[config.mk]
export PLATFORM = sky130hd
export DESIGN_NAME = brsc_top
export DESIGN_NICKNAME = d
export VERILOG_FILES = /design/src/logic/brsc_pkg.sv /design/src/logic/brsc_top.sv
export SDC_FILE = /design/constraint.sdc
export NUM_CORES = 1
export LEC_CHECK = 0
export BUFFER_PORTS_ARGS = -buffer_cell sky130_fd_sc_hd__buf_4
export CAP_MARGIN = 20
export CORE_MARGIN = 4
export CORE_UTILIZATION = 41
export CTS_BUF_LIST = sky130_fd_sc_hd__clkbuf_4 sky130_fd_sc_hd__clkbuf_8
export DETAILED_ROUTE_END_ITERATION = 7
export PLACE_DENSITY = 0.91
export SLEW_MARGIN = 10
export SYNTH_ARGS = -nofsm -noshare
export SYNTH_HDL_FRONTEND = slang
export SYNTH_SLANG_ARGS = --single-unit
[constraint.sdc]
create_clock -name ref_clk_in -period 2.4 [get_ports ref_clk_in]
set_clock_uncertainty 0.2 [all_clocks]
set_input_delay 0.12 -clock ref_clk_in [delete_from_list [all_inputs] [get_ports ref_clk_in]]
set_output_delay 0.12 -clock ref_clk_in [all_outputs]
set_load 0.02 [all_outputs]
[src/logic/brsc_pkg.sv]
// constants, types and rule summary for the bridge reset and strap control block
// ============================================================================
// Contract
// pci reset clears all; holds local reset out
// local reset input resets most internal state
// in reset on pci, local or unhealthy
// software bit one asserts local reset out
// software bit zero negates local reset out
// local reset input clears software bit, negates
// pci reset clears bit; output held until release
// software bit never resets internal logic
// board should not loop output to input
// no pci decode during local reset input
// claimed cycle drops devsel, no trdy/stop
// registers reachable without local bus clock
// reset inputs asynchronous to clocks
// ending software reset needs running clocks
// unlocked clock: no strobes from local side
// bus master strap sampled during reset
// four master/slave modes from two pins
// eeprom strap or serial data starts load
// access disable strap retries pci accesses
// arbiter strap enables internal pci arbiter
// test mode pins latched at each reset
// test mode: nand tree on serial clock
// unhealthy: internal reset, indicator low, tristate
// power state bit: reset out 512..1024 clocks
// resets synchronised; straps caught before release
`default_nettype none

package brsc_pkg;

	// ========================================================================
	// clock and timing
	localparam int unsigned CLK_PERIOD_NS  = 10;
	localparam int unsigned PSC_MIN_CLKS   = 512;
	localparam int unsigned PSC_MAX_CLKS   = 1024;
	localparam int unsigned PSC_HOLD_CLKS  = (PSC_MIN_CLKS + PSC_MAX_CLKS) / 2;
	localparam int unsigned PSC_CNT_W      = 11;
	localparam int unsigned NAND_W         = 8;

	// ========================================================================
	// register map, byte addresses on a 32-bit wishbone
	localparam logic [7:0] MISC_CTRL_ADDR  = 8'h00;
	localparam logic [7:0] MISC_CTRL2_ADDR = 8'h04;
	localparam logic [7:0] STATUS_ADDR     = 8'h08;

	// misc_control_reg fields
	localparam int unsigned SOFTWARE_RESET_BIT_BIT     = 0;
	localparam int unsigned PSC_RST_BIT    = 1;
	// misc_control_reg_two fields
	localparam int unsigned PCI_ACCESS_DISABLE_BIT    = 0;
	localparam int unsigned BME_BIT        = 1;
	// status fields
	localparam int unsigned ST_MODE_LSB    = 0;
	localparam int unsigned ST_EEPROM_BIT  = 2;
	localparam int unsigned ST_ARB_BIT     = 3;
	localparam int unsigned ST_TMODE_LSB   = 4;
	localparam int unsigned ST_INRST_BIT   = 6;
	localparam int unsigned ST_LRO_BIT     = 7;
	localparam int unsigned ST_UNHEALTH_BIT = 8;

	// ========================================================================
	// reset values and encodings
	localparam logic [1:0] TEST_MODE_NORMAL = 2'h0;
	localparam logic [2:0] SYNC_RESET_VAL  = 3'h7;
	localparam logic [31:0] DATA_ZERO      = 32'h0000_0000;

	// strap values caught while the block is held in reset
	typedef struct packed {
		logic [1:0] ms_mode;
		logic       eeprom_load;
		logic       arbiter_en;
		logic       pci_access_disable;
		logic       bus_master_en;
		logic [1:0] test_mode;
	} brsc_strap_t;

	localparam brsc_strap_t STRAP_RESET_VAL = '{
		ms_mode:       2'h0,
		eeprom_load:   1'b0,
		arbiter_en:    1'b0,
		pci_access_disable:       1'b0,
		bus_master_en: 1'b0,
		test_mode:     2'h0
	};

endpackage : brsc_pkg

`default_nettype wire

[src/logic/brsc_top.sv]
// reset sequencing, software reset, strap capture and pci target gating
`timescale 1ns/1ns
`default_nettype none

module brsc_top (
	// clock, reset, enable
	input  wire logic                           ref_clk_in,
	input  wire logic                           rst_in,
	input  wire logic                           ce_in,
	// reset and health pins
	input  wire logic                           pci_reset_n_in,
	input  wire logic                           local_reset_in_n_in,
	input  wire logic                           backend_healthy_n_in,
	output logic                                local_reset_out_n_out,
	output logic                                local_reset_out_n_oe_out,
	output logic                                hot_swap_indicator_out,
	output logic                                hot_swap_indicator_oe_out,
	output logic                                outputs_enable_out,
	// strap pins
	input  wire logic                           bus_master_strap_in,
	input  wire logic                           burst_in_progress_pin_in,
	input  wire logic                           size_bit_one_pin_in,
	input  wire logic                           eeprom_enable_strap_in,
	input  wire logic                           serial_data_in,
	input  wire logic                           pci_access_disable_strap_in,
	input  wire logic                           arbiter_enable_strap_in,
	input  wire logic [1:0]                     test_mode_pins_in,
	// test mode and serial clock
	input  wire logic [brsc_pkg::NAND_W-1:0]    nand_tree_in,
	input  wire logic                           serial_clock_in,
	input  wire logic                           serial_clock_oe_in,
	output logic                                serial_clock_out,
	output logic                                serial_clock_oe_out,
	// configuration results
	output logic                                device_in_reset_out,
	output logic                                bus_master_enable_bit_out,
	output logic [1:0]                          ms_mode_out,
	output logic                                arbiter_enable_out,
	output logic                                eeprom_load_start_out,
	output logic                                pci_access_disable_out,
	// pci target gating
	input  wire logic                           pci_claim_in,
	input  wire logic                           pci_ready_in,
	output logic                                devsel_out,
	output logic                                trdy_out,
	output logic                                stop_out,
	// wishbone slave
	input  wire logic                           wb_cyc_in,
	input  wire logic                           wb_stb_in,
	input  wire logic                           wb_we_in,
	input  wire logic [7:0]                     wb_adr_in,
	input  wire logic [3:0]                     wb_sel_in,
	input  wire logic [31:0]                    wb_dat_in,
	output logic [31:0]                         wb_dat_out,
	output logic                                wb_ack_out
);

	// ========================================================================
	// reset input synchronisers
	// bit 0 pci reset, bit 1 local reset, bit 2 back end unhealthy; all active high
	logic [2:0]                  sync1_r;
	logic [2:0]                  sync2_r;
	logic                        pci_rst_s;
	logic                        local_rst_s;
	logic                        unhealthy_s;
	logic                        local_rst_any;
	logic                        psc_busy;
	logic                        dev_in_reset;
	logic                        dev_in_reset_d_r;
	logic                        pci_hold;
	logic                        lro_assert;

	// the pins move at any time, so they reach logic through two flops; only target gating also sees the raw local reset pin
	always_ff @(posedge ref_clk_in or posedge rst_in) begin
		if (rst_in) begin
			sync1_r <= brsc_pkg::SYNC_RESET_VAL;
			sync2_r <= brsc_pkg::SYNC_RESET_VAL;
		end else if (ce_in) begin
			sync1_r <= {backend_healthy_n_in, ~local_reset_in_n_in, ~pci_reset_n_in};
			sync2_r <= sync1_r;
		end
	end

	assign pci_rst_s     = sync2_r[0];
	assign local_rst_s   = sync2_r[1];
	assign unhealthy_s   = sync2_r[2];
	// target gating also looks at the raw pin so a claim is dropped at once
	assign local_rst_any = local_rst_s | ~local_reset_in_n_in;

	// software reset bit is deliberately absent here
	assign dev_in_reset  = pci_rst_s | local_rst_s | unhealthy_s | psc_busy;
	assign device_in_reset_out = dev_in_reset;

	always_ff @(posedge ref_clk_in or posedge rst_in) begin
		if (rst_in) begin
			dev_in_reset_d_r <= 1'b1;
		end else if (ce_in) begin
			dev_in_reset_d_r <= dev_in_reset;
		end
	end

	// ========================================================================
	// wishbone slave
	logic                        ack_r;
	logic [31:0]                 dat_r;
	logic                        bus_req;
	logic                        wr_commit;
	logic                        wr_misc;
	logic                        wr_misc2;
	logic [31:0]                 rdata;
	logic                        software_reset_bit_r;
	logic [brsc_pkg::PSC_CNT_W-1:0] psc_cnt_r;
	brsc_pkg::brsc_strap_t       strap_r;
	logic                        pci_access_disable_r;
	logic                        bme_r;

	assign bus_req   = wb_cyc_in & wb_stb_in;
	// a write lands on the edge where the master sees ack
	assign wr_commit = bus_req & wb_we_in & ack_r & wb_sel_in[0];
	assign wr_misc   = wr_commit & (wb_adr_in == brsc_pkg::MISC_CTRL_ADDR);
	assign wr_misc2  = wr_commit & (wb_adr_in == brsc_pkg::MISC_CTRL2_ADDR);

	always_comb begin
		rdata = brsc_pkg::DATA_ZERO;
		case (wb_adr_in)
			brsc_pkg::MISC_CTRL_ADDR: begin
				rdata[brsc_pkg::SOFTWARE_RESET_BIT_BIT]  = software_reset_bit_r;
				rdata[brsc_pkg::PSC_RST_BIT] = psc_busy;
			end
			brsc_pkg::MISC_CTRL2_ADDR: begin
				rdata[brsc_pkg::PCI_ACCESS_DISABLE_BIT] = pci_access_disable_r;
				rdata[brsc_pkg::BME_BIT]     = bme_r;
			end
			brsc_pkg::STATUS_ADDR: begin
				rdata[brsc_pkg::ST_MODE_LSB +: 2]  = strap_r.ms_mode;
				rdata[brsc_pkg::ST_EEPROM_BIT]     = strap_r.eeprom_load;
				rdata[brsc_pkg::ST_ARB_BIT]        = strap_r.arbiter_en;
				rdata[brsc_pkg::ST_TMODE_LSB +: 2] = strap_r.test_mode;
				rdata[brsc_pkg::ST_INRST_BIT]      = dev_in_reset;
				rdata[brsc_pkg::ST_LRO_BIT]        = lro_assert;
				rdata[brsc_pkg::ST_UNHEALTH_BIT]   = unhealthy_s;
			end
			default: begin
				rdata = brsc_pkg::DATA_ZERO;
			end
		endcase
	end

	// one wait state; unmapped addresses answer with zero and drop writes.
	// runs on the reference clock only, so the local bus clock is not needed
	always_ff @(posedge ref_clk_in or posedge rst_in) begin
		if (rst_in) begin
			ack_r <= 1'b0;
			dat_r <= brsc_pkg::DATA_ZERO;
		end else if (ce_in) begin
			ack_r <= bus_req & ~ack_r;
			if (bus_req & ~ack_r) begin
				dat_r <= rdata;
			end
		end
	end

	assign wb_ack_out = ack_r;
	assign wb_dat_out = dat_r;

	// ========================================================================
	// software reset bit
	always_ff @(posedge ref_clk_in or posedge rst_in) begin
		if (rst_in) begin
			software_reset_bit_r <= 1'b0;
		end else if (ce_in) begin
			if (pci_rst_s | unhealthy_s) begin
				software_reset_bit_r <= 1'b0;
			end else if (local_rst_s) begin
				software_reset_bit_r <= 1'b0;
			end else if (wr_misc) begin
				software_reset_bit_r <= wb_dat_in[brsc_pkg::SOFTWARE_RESET_BIT_BIT];
			end
		end
	end

	// ========================================================================
	// power state change reset timer
	// not cleared by the internal reset it causes, or it would cut itself short
	always_ff @(posedge ref_clk_in or posedge rst_in) begin
		if (rst_in) begin
			psc_cnt_r <= '0;
		end else if (ce_in) begin
			if (psc_busy) begin
				psc_cnt_r <= psc_cnt_r - 1'b1;
			end else if (wr_misc & wb_dat_in[brsc_pkg::PSC_RST_BIT]) begin
				psc_cnt_r <= brsc_pkg::PSC_CNT_W'(brsc_pkg::PSC_HOLD_CLKS);
			end
		end
	end

	assign psc_busy = (psc_cnt_r != '0);

	// ========================================================================
	// local reset output
	assign pci_hold   = pci_rst_s & ~unhealthy_s;
	assign lro_assert = pci_hold | software_reset_bit_r | psc_busy;
	assign local_reset_out_n_out    = ~lro_assert;

	// ========================================================================
	// strap capture
	// sampled every cycle in reset, so the last cycle before release wins
	always_ff @(posedge ref_clk_in or posedge rst_in) begin
		if (rst_in) begin
			strap_r <= brsc_pkg::STRAP_RESET_VAL;
		end else if (ce_in && dev_in_reset) begin
			strap_r.bus_master_en <= bus_master_strap_in;
			strap_r.ms_mode       <= {burst_in_progress_pin_in, size_bit_one_pin_in};
			strap_r.eeprom_load   <= eeprom_enable_strap_in | serial_data_in;
			strap_r.pci_access_disable       <= pci_access_disable_strap_in;
			strap_r.arbiter_en    <= arbiter_enable_strap_in;
			strap_r.test_mode     <= test_mode_pins_in;
		end
	end

	// software-writable bits that take the strap as their reset value
	always_ff @(posedge ref_clk_in or posedge rst_in) begin
		if (rst_in) begin
			pci_access_disable_r <= 1'b0;
			bme_r     <= 1'b0;
		end else if (ce_in) begin
			if (dev_in_reset) begin
				pci_access_disable_r <= pci_access_disable_strap_in;
				bme_r     <= bus_master_strap_in;
			end else if (wr_misc2) begin
				pci_access_disable_r <= wb_dat_in[brsc_pkg::PCI_ACCESS_DISABLE_BIT];
				bme_r     <= wb_dat_in[brsc_pkg::BME_BIT];
			end
		end
	end

	assign bus_master_enable_bit_out = bme_r;
	assign ms_mode_out               = strap_r.ms_mode;
	assign arbiter_enable_out        = strap_r.arbiter_en & ~dev_in_reset;
	assign pci_access_disable_out    = pci_access_disable_r;

	// eeprom download request: one pulse on the cycle after release
	logic                        eeprom_start_r;

	always_ff @(posedge ref_clk_in or posedge rst_in) begin
		if (rst_in) begin
			eeprom_start_r <= 1'b0;
		end else if (ce_in) begin
			eeprom_start_r <= dev_in_reset_d_r & ~dev_in_reset & strap_r.eeprom_load;
		end
	end

	assign eeprom_load_start_out = eeprom_start_r;

	// ========================================================================
	// test mode and pin enables
	logic                        test_active;
	logic                        nand_r;

	assign test_active = (strap_r.test_mode != brsc_pkg::TEST_MODE_NORMAL);

	always_ff @(posedge ref_clk_in or posedge rst_in) begin
		if (rst_in) begin
			nand_r <= 1'b0;
		end else if (ce_in) begin
			nand_r <= ~(&nand_tree_in);
		end
	end

	assign serial_clock_out    = test_active ? nand_r : serial_clock_in;
	assign serial_clock_oe_out = ~unhealthy_s & (test_active | serial_clock_oe_in);
	assign outputs_enable_out  = ~unhealthy_s & ~test_active;
	assign local_reset_out_n_oe_out  = outputs_enable_out;
	// indicator pulled low while the back end is down, otherwise released
	assign hot_swap_indicator_out    = 1'b0;
	assign hot_swap_indicator_oe_out = unhealthy_s;

	// ========================================================================
	// pci target gating
	// a local reset stops decode and kills an existing claim without trdy or stop
	assign devsel_out = pci_claim_in & ~local_rst_any & ~unhealthy_s;
	assign trdy_out   = devsel_out & pci_ready_in & ~pci_access_disable_r;
	assign stop_out   = devsel_out & pci_access_disable_r;

	// ========================================================================
	// assertions
	logic [brsc_pkg::PSC_CNT_W-1:0] lro_len_r;

	// counts how long the timer has held the output low
	always_ff @(posedge ref_clk_in or posedge rst_in) begin
		if (rst_in) begin
			lro_len_r <= '0;
		end else if (ce_in) begin
			lro_len_r <= psc_busy ? lro_len_r + 1'b1 : '0;
		end
	end
endmodule : brsc_top

`default_nettype wire

==> summary.txt, run 1 <==
STA
  • Slew headroom: 65.9%
  • Total negative slack: 0 ns
  • Max Freq: 423 MHz
  • Fin crit share: 98.6%
  • Final setup viols: 0
  • Fin crit period: 2.37 ns
  • Final Max Slew Viols: 0
  • Final Hold Viols: 0
  • RSZ-0062 raised after global routing: yes
  • Tightest Pin Transition: 0.507 ns

Critical path
  • WP buf/inv: 0
  • Crit path DAT: 2.35 ns
  • Worst r2r dst: pci_access_disable_out
  • Setup CP Type: reg -> reg
  • Slowest cell on the critical path: or4_4
  • CP endpoint kind: flop
  • CP Cell Sequence: or4_4 -> or3_4 -> or3_4 -> o221a_1
  • CP max FO: 5
  • Worst reg2reg path depth: 4
  • Reg2reg start: psc_cnt_r[5]
  • CP Capture Point: pci_access_disable_out
  • CP Depth: 4
  • Worst EP required: 2.38 ns
  • Crit-path max cell delay: 0.59 ns
  • Critical path's top delay family: simple AND/OR/NAND/NOR gates
  • Most used cell, CP: or3_4
  • Critical path origin: psc_cnt_r[5]
  • R2R Setup Slk: 0.03 ns
  • Crit start category: flop

CTS
  • H-Tree Depth: 2
  • Clock-pin slew of the registers on the worst-case setup and hold paths: 0.08 ns
  • CTS root buf: clkbuf_8
  • CTS max path bufs: 2
  • CTS tree: done
  • Worst skew pair latency: 0.30 ns
  • TritonCTS Buffers: 5
  • Clock tree sinks: 39

Logic synthesis
  • Synth Flop Type: dfrtp_1
  • Synth area leaders: dfrtp_1 37%, buf_4 9.4%, dfstp_2 8.5%
  • Synth Area per Inst: 10.1 um^2
  • Count leader, synth: dfrtp_1
  • Post-synth EDFFs: 0
  • FF+latch count, synth: 39
  • Commonest cells in the synthesized netlist: 32 x dfrtp_1, 27 x buf_4, 17 x nand2_1
  • Post-synth top area share: 37.1%
  • Netlist cell types: 45
  • Yosys top cell by area: dfrtp_1
  • Post-synth ARST share: 100%
  • Synth Cell Area: 0.00216 mm^2
  • Post-Synthesis Cells: 215
  • Synthesis warning total: 0
  • Seq/Total Area, Yosys: 45.6%

Die
  • Die Wd: 80.6 um
  • DIE HEIGHT: 80.6 um
  • I/O Pins: 124
  • Die ar.: 0.00650 mm^2
  • Core region area: 0.00511 mm^2
  • # rows: 26
  • Initial Util: 42.3%

Route
  • Routed vias: 1,875
  • Routed WL per cell: 14.0 um
  • Routed wire length: 5.37 mm
  • DR vias/cell: 4.88
  • DR iter-0 viols: 136
  • 1st-pass router iterations: 4
  • Antenna viol nets, final: 0
  • Drt drc: 0

Global route
  • Tot GR Track Use: 16.7%
  • First-pass GRT wire length: 8.58 mm
  • Vias in the first global route: 1,923
  • Initial antenna violation count: 0
  • Largest net degree at the start of global routing: 40
  • Gr ovfl total: 0

Layout
  • Ant diodes: 0
  • Proportion of layout cells with a drive suffix above 1: 38.5%
  • Non-Filler Instances: 384
  • Nets: 389
  • Area Growth Syn to Fin: 40.2%
  • Filler cell count: 418

Pwr
  • Power per cell area: 660 mW/mm^2
  • Pleak: 1.44 nW
  • Maximum vdd ir drop: 0.481 mV
  • Overall power: 0.00200 W

Run status
  • Outcome: completed

Run
  • Max Cap Violations: 0

Place
  • DP HPWL: 3.89 mm
  • Placed cells: 349
  • RD Place Congestion: 0.753
  • Port bufs: 66

Worst hold path
  • Worst Hold Class: in -> reg
## per-layer routing
layer  vias to the layer above  share of wire [%]  track usage, %
met5                         -                  0               0
met4                         0                1.7            5.91
met3                        14                5.3            3.92
met2                        60                 55            29.6
met1                       893                 38            19.7
li1                        908                  -               -
## metrics by stage
| stage | utilization [%] | worst slack (ns) | hold WS (ns) | cell area [um^2] |
|---|---|---|---|---|
| 2_1_floorplan | - | 0.00875 | -0.0217 | 2250 |
| 3_3_place_gp | 52.0 | 0.0662 | 0.0624 | 2660 |
| 3_5_place_dp | 52.0 | 0.0403 | 0.0666 | 2660 |
| 4_1_cts | 58.4 | 0.0176 | 0.00440 | 2980 |
| 5_1_grt | 59.3 | -0.0345 | 0.0317 | 3030 |
| 6_report | 59.3 | 0.0335 | 0.0144 | 3030 |
## state kept, by name (all words and copies together) (netlist names)
register	count
ms_mode_out	2
eeprom_load_start_out	1
wb_dat_out	9
software_reset_bit_r	1
bus_master_enable_bit_out	1
dev_in_reset_d_r	1
sync2_r	3
wb_ack_out	1
nand_r	1
sync1_r	3
strap_r	4
pci_access_disable_out	1
psc_cnt_r	11
## where the power goes
part | internal [W] | leakage (nW) | switching [W]
clock network | 0.000235 | 0.0474 | 0.000244
logic | 0.000327 | 0.911 | 0.000323
registers | 0.000778 | 0.477 | 0.0000916
## final cells by class
type                            count  area (um^2)  area share, %
Clock buffer                        6         82.6           2.73
Clock inverter                      2         16.3          0.537
Inverter                           10         37.5           1.24
Multi-Input combinational cell    157         1010           33.5
Sequential cell                    39          985           32.5
Tap cell                           70         87.6           2.89
Timing Repair Buffer              100          807           26.6
## placed cells by master (no fill, tap or decap), types with 3 or more instances in the layout
| cell | netlist | layout |
|---|---|---|
| a21oi_1 | 4 | 4 |
| dfstp_2 | 7 | 7 |
| o21ai_0 | 12 | 12 |
| nor2_1 | 13 | 12 |
| nand4_1 | 5 | 5 |
| nor2b_1 | 5 | 5 |
| nand3b_1 | 3 | 3 |
| or4_1 | 3 | 3 |
| buf_4 | 27 | 78 |
| inv_1 | 10 | 10 |
| mux2i_1 | 3 | 3 |
| or2_2 | 4 | 4 |
| nor4_1 | 3 | 3 |
| nor3_1 | 9 | 8 |
| mux2_2 | 13 | 13 |
| and3_1 | 3 | 3 |
| a22o_1 | 5 | 5 |
| nand2_1 | 17 | 17 |
| dfrtp_1 | 32 | 32 |
| clkbuf_8 | 0 | 6 |
| conb_1 | 1 | 24 |
| dlygate4sd3_1 | 0 | 21 |
## worst register-to-register path, cell delays in order (launching register included)
cell and delay (ns):
dfrtp_1 0.39, or4_4 0.59, or3_4 0.46, or3_4 0.35, o221a_1 0.26
## how the worst min path moves through the flow
stage                         from            end  slack (ns)  cells after the start
finish                       ce_in         nand_r        0.01                      2
global route                 ce_in         nand_r        0.03                      2
CTS                   wb_adr_in[2]  wb_dat_out[1]       0.004                      3
detailed placement          rst_in   psc_cnt_r[3]        0.07                      3
global placement    pci_reset_n_in     sync1_r[0]        0.06                      2
floorplan           pci_reset_n_in     sync1_r[0]       -0.02                      1
## repair_timing
| item | 4_1_cts | 5_1_grt |
|---|---|---|
| setup endpoints to repair | 2 | 2 |
| resized for setup | 1 | 3 |
| pin swaps | 1 | 4 |
| endpoints found under the hold margin | 47 | 0 |
| hold buffers | 21 | 0 |
| buffers inserted | 2 | 4 |
## logic make-up after synthesis
kind of cell	count (synthesis)	synth area share (%)
buffers and inverters	42	12.7
adder cells (fa/ha/maj)	2	1.16
flip-flops	39	45.6
multiplexers	16	8.16
AND/OR/NAND/NOR	81	21.1
XOR/XNOR	1	0.405
AO/OA/AOI/OAI	33	10.7
other	1	0.174
(Power assumes the default switching activity.)
==> run 2: changes to the inputs <==
--- a/config.mk
+++ b/config.mk
@@ -8,10 +8,9 @@
 export BUFFER_PORTS_ARGS = -buffer_cell sky130_fd_sc_hd__buf_4
 export CAP_MARGIN = 20
 export CORE_MARGIN = 4
-export CORE_UTILIZATION = 41
-export CTS_BUF_LIST = sky130_fd_sc_hd__clkbuf_4 sky130_fd_sc_hd__clkbuf_8
+export CORE_UTILIZATION = 40
 export DETAILED_ROUTE_END_ITERATION = 7
-export PLACE_DENSITY = 0.91
+export PLACE_DENSITY = 0.89
 export SLEW_MARGIN = 10
 export SYNTH_ARGS = -nofsm -noshare
 export SYNTH_HDL_FRONTEND = slang
==> run 2 against run 1 <==
Flip-flop and latch count did not move; fmax fell by 0.63%; setup slack got worse by 0.015 ns; non-clock buffer count fell by 2; critical endpoint is now device_in_reset_out.
==> summary.txt, run 2 (same netlist as run 1, synthesis figures left out) <==
Run status
  • Outcome: completed

Pwr
  • Power per cell area: 640 mW/mm^2 (-3.0%)
  • Maximum vdd ir drop: 0.464 mV (-3.5%)
  • Pleak: 1.43 nW (about the same)

Die
  • DIE HEIGHT: 81.5 um (+1.1%)
  • I/O Pins: 124 (unchanged)
  • Die ar.: 0.00664 mm^2 (+2.3%)
  • Die Wd: 81.5 um (+1.1%)
  • Core region area: 0.00517 mm^2 (+1.3%)
  • Initial Util: 41.8% (-0.53 points)
  • # rows: 26 (unchanged)

Global route
  • Vias in the first global route: 1,911 (-0.62%)
  • Met1 Use GR: 20.4% (+0.65 points)
  • Tot GR Track Use: 17.6% (+0.85 points)
  • Gr ovfl total: 0 (unchanged)
  • GR peak layer: met2
  • Grt met2 use: 31.1% (+1.6 points)
  • First-pass GRT wire length: 8.80 mm (+2.5%)
  • GR Util met3: 4.82% (+0.90 points)
  • Largest net degree at the start of global routing: 40 (unchanged)
  • Initial antenna violation count: 0 (unchanged)

Route
  • DR iter-0 viols: 66 (-51%)
  • DR vias/cell: 4.96 (+1.6%)
  • Routed wire length: 5.72 mm (+6.5%)
  • Antenna viol nets, final: 0 (unchanged)
  • Routed vias: 1,895 (+1.1%)
  • Drt drc: 0 (unchanged)
  • 1st-pass router iterations: 4 (unchanged)
  • Routed WL per cell: 15.0 um (+7.1%)

Layout
  • Max reg flops: 11 (unchanged)
  • Proportion of layout cells with a drive suffix above 1: 38.8% (+0.25 points)
  • Commonest non-fill, non-tap cell in the layout: buf_4
  • Nets: 387 (-0.51%)
  • Final core utilization: 58.6% (-0.75 points)
  • Register with the most flip-flops: psc_cnt_r
  • Ant diodes: 0 (unchanged)
  • Area Growth Syn to Fin: 40.2% (unchanged)
  • Commonest cells after routing, fill and taps aside: 74 x buf_4, 32 x dfrtp_1, 24 x conb_1

STA
  • Final Max Slew Viols: 0 (unchanged)
  • Slew headroom: 66.4% (+0.49 points)
  • Fin crit period: 2.38 ns (+0.0151 ns)
  • Final setup viols: 0 (unchanged)
  • Max Freq: 420 MHz (-0.63%)
  • Total negative slack: 0 ns (unchanged)
  • Tightest Pin Transition: 0.504 ns (-0.00274 ns)
  • Fin crit share: 99.2% (+0.63 points)
  • Final Hold Viols: 0 (unchanged)
  • RSZ-0062 raised after global routing: yes

Critical path
  • WP buf/inv: 2 (+2)
  • Worst EP required: 2.08 ns (-0.30 ns)
  • Reg2reg start: psc_cnt_r[3]
  • Worst r2r dst: pci_access_disable_out
  • Crit path DAT: 2.06 ns (-0.29 ns)
  • R2R Setup Slk: 0.03 ns (about the same)
  • CP endpoint kind: primary output
  • Crit-path max cell delay: 0.57 ns (-0.02 ns)
  • Slowest cell on the critical path: or4_4
  • Worst reg2reg path depth: 4 (unchanged)
  • CP Cell Sequence: or4_4 -> or3_4 -> nor2_4 -> inv_1 -> buf_6
  • Critical path's top delay family: simple AND/OR/NAND/NOR gates
  • Crit start category: flop
  • Setup CP Type: reg -> out
  • CP max FO: 5 (unchanged)

CTS
  • Clock tree sinks: 39 (unchanged)
  • Worst skew pair latency: 0.30 ns (about the same)
  • CTS tree: done
  • TritonCTS Buffers: 5 (unchanged)
  • CTS root buf: clkbuf_8
  • Clock-pin slew of the registers on the worst-case setup and hold paths: 0.08 ns (about the same)
  • H-Tree Depth: 2 (unchanged)
  • CTS max path bufs: 2 (unchanged)

Run
  • Max Cap Violations: 0 (unchanged)

Worst hold path
  • Worst Hold Depth: 4 (+2)
  • Hold Startpoint: nand_tree_in[5]
  • Worst Hold Class: in -> reg
  • WHS Endpoint: nand_r

Place
  • DP HPWL: 4.14 mm (+6.6%)
  • RD Place Congestion: 0.906 (+20%)
  • Port bufs: 66 (unchanged)
## run 2: cell types whose count changed in the layout (fill, tap and decap cells not counted), sizes merged
| cell | delta |
|---|---|
| buf | -1 |
| dlygate4sd3 | -1 |
## run 2: area by class of cell
type                    count  area (um^2)
fillers                   426         2140
multi-input cells         157         1030
flip-flops and latches     39          985
repair buffers             98          801
well taps                  70         87.6
clock buffers               6         72.6
inverters                  10         37.5
clock inverters             2         12.5
## run 2: per-layer routing
layer  vias up  part of all wire [%]
met4         0                   1.2
met3         6                   8.7
met1       911                    39
met2        73                    51
li1        905                     -
met5         -                     0
## run 2: how the worst max path moves through the flow
stage                                   to  cells past startpoint         start  slack, ns
floorplan           pci_access_disable_out                      6  psc_cnt_r[3]      0.009
global placement    pci_access_disable_out                      5  wb_adr_in[1]       0.08
detailed placement  pci_access_disable_out                      5  wb_adr_in[1]       0.05
CTS                             strap_r[0]                      5  psc_cnt_r[3]      -0.01
global route           device_in_reset_out                      5  psc_cnt_r[3]      -0.04
finish                 device_in_reset_out                      5  psc_cnt_r[3]       0.02
## run 2: per-stage QoR
stage	power (W)	std cells	setup slack, ns	hold WS (ns)	cell area [um^2]
2_1_floorplan	0.00127	238	0.00875	-0.0217	2250
3_3_place_gp	0.00138	350	0.0842	0.0628	2670
3_5_place_dp	0.00142	350	0.0518	0.0795	2670
4_1_cts	0.00192	379	-0.0114	0.000838	2980
5_1_grt	0.00205	382	-0.0357	0.0180	3030
6_report	0.00194	382	0.0184	0.00856	3030
## run 2: power breakdown
group          leakage, nW  internal, W  switching (W)  total (W)
sequential           0.477     0.000778       0.000102   0.000880
clock               0.0412     0.000203       0.000236   0.000439
combinational        0.917     0.000303       0.000317   0.000620
total                 1.43      0.00128       0.000655    0.00194
## run 2: timing repair
| action | 4_1_cts | 5_1_grt |
|---|---|---|
| hold buffers | 20 | 0 |
| setup buffers | 2 | 3 |
| setup endpoints to repair | 3 | 8 |
| hold endpoints to repair | 47 | 0 |
| gates resized for setup | 5 | 5 |
| pin swaps | 2 | 2 |
## run 2: worst register-to-register path, stage by stage (launching register included)
cell     delay, ns
dfrtp_1       0.42
or4_4         0.57
or3_4         0.47
or3_4         0.35
o221a_1       0.26
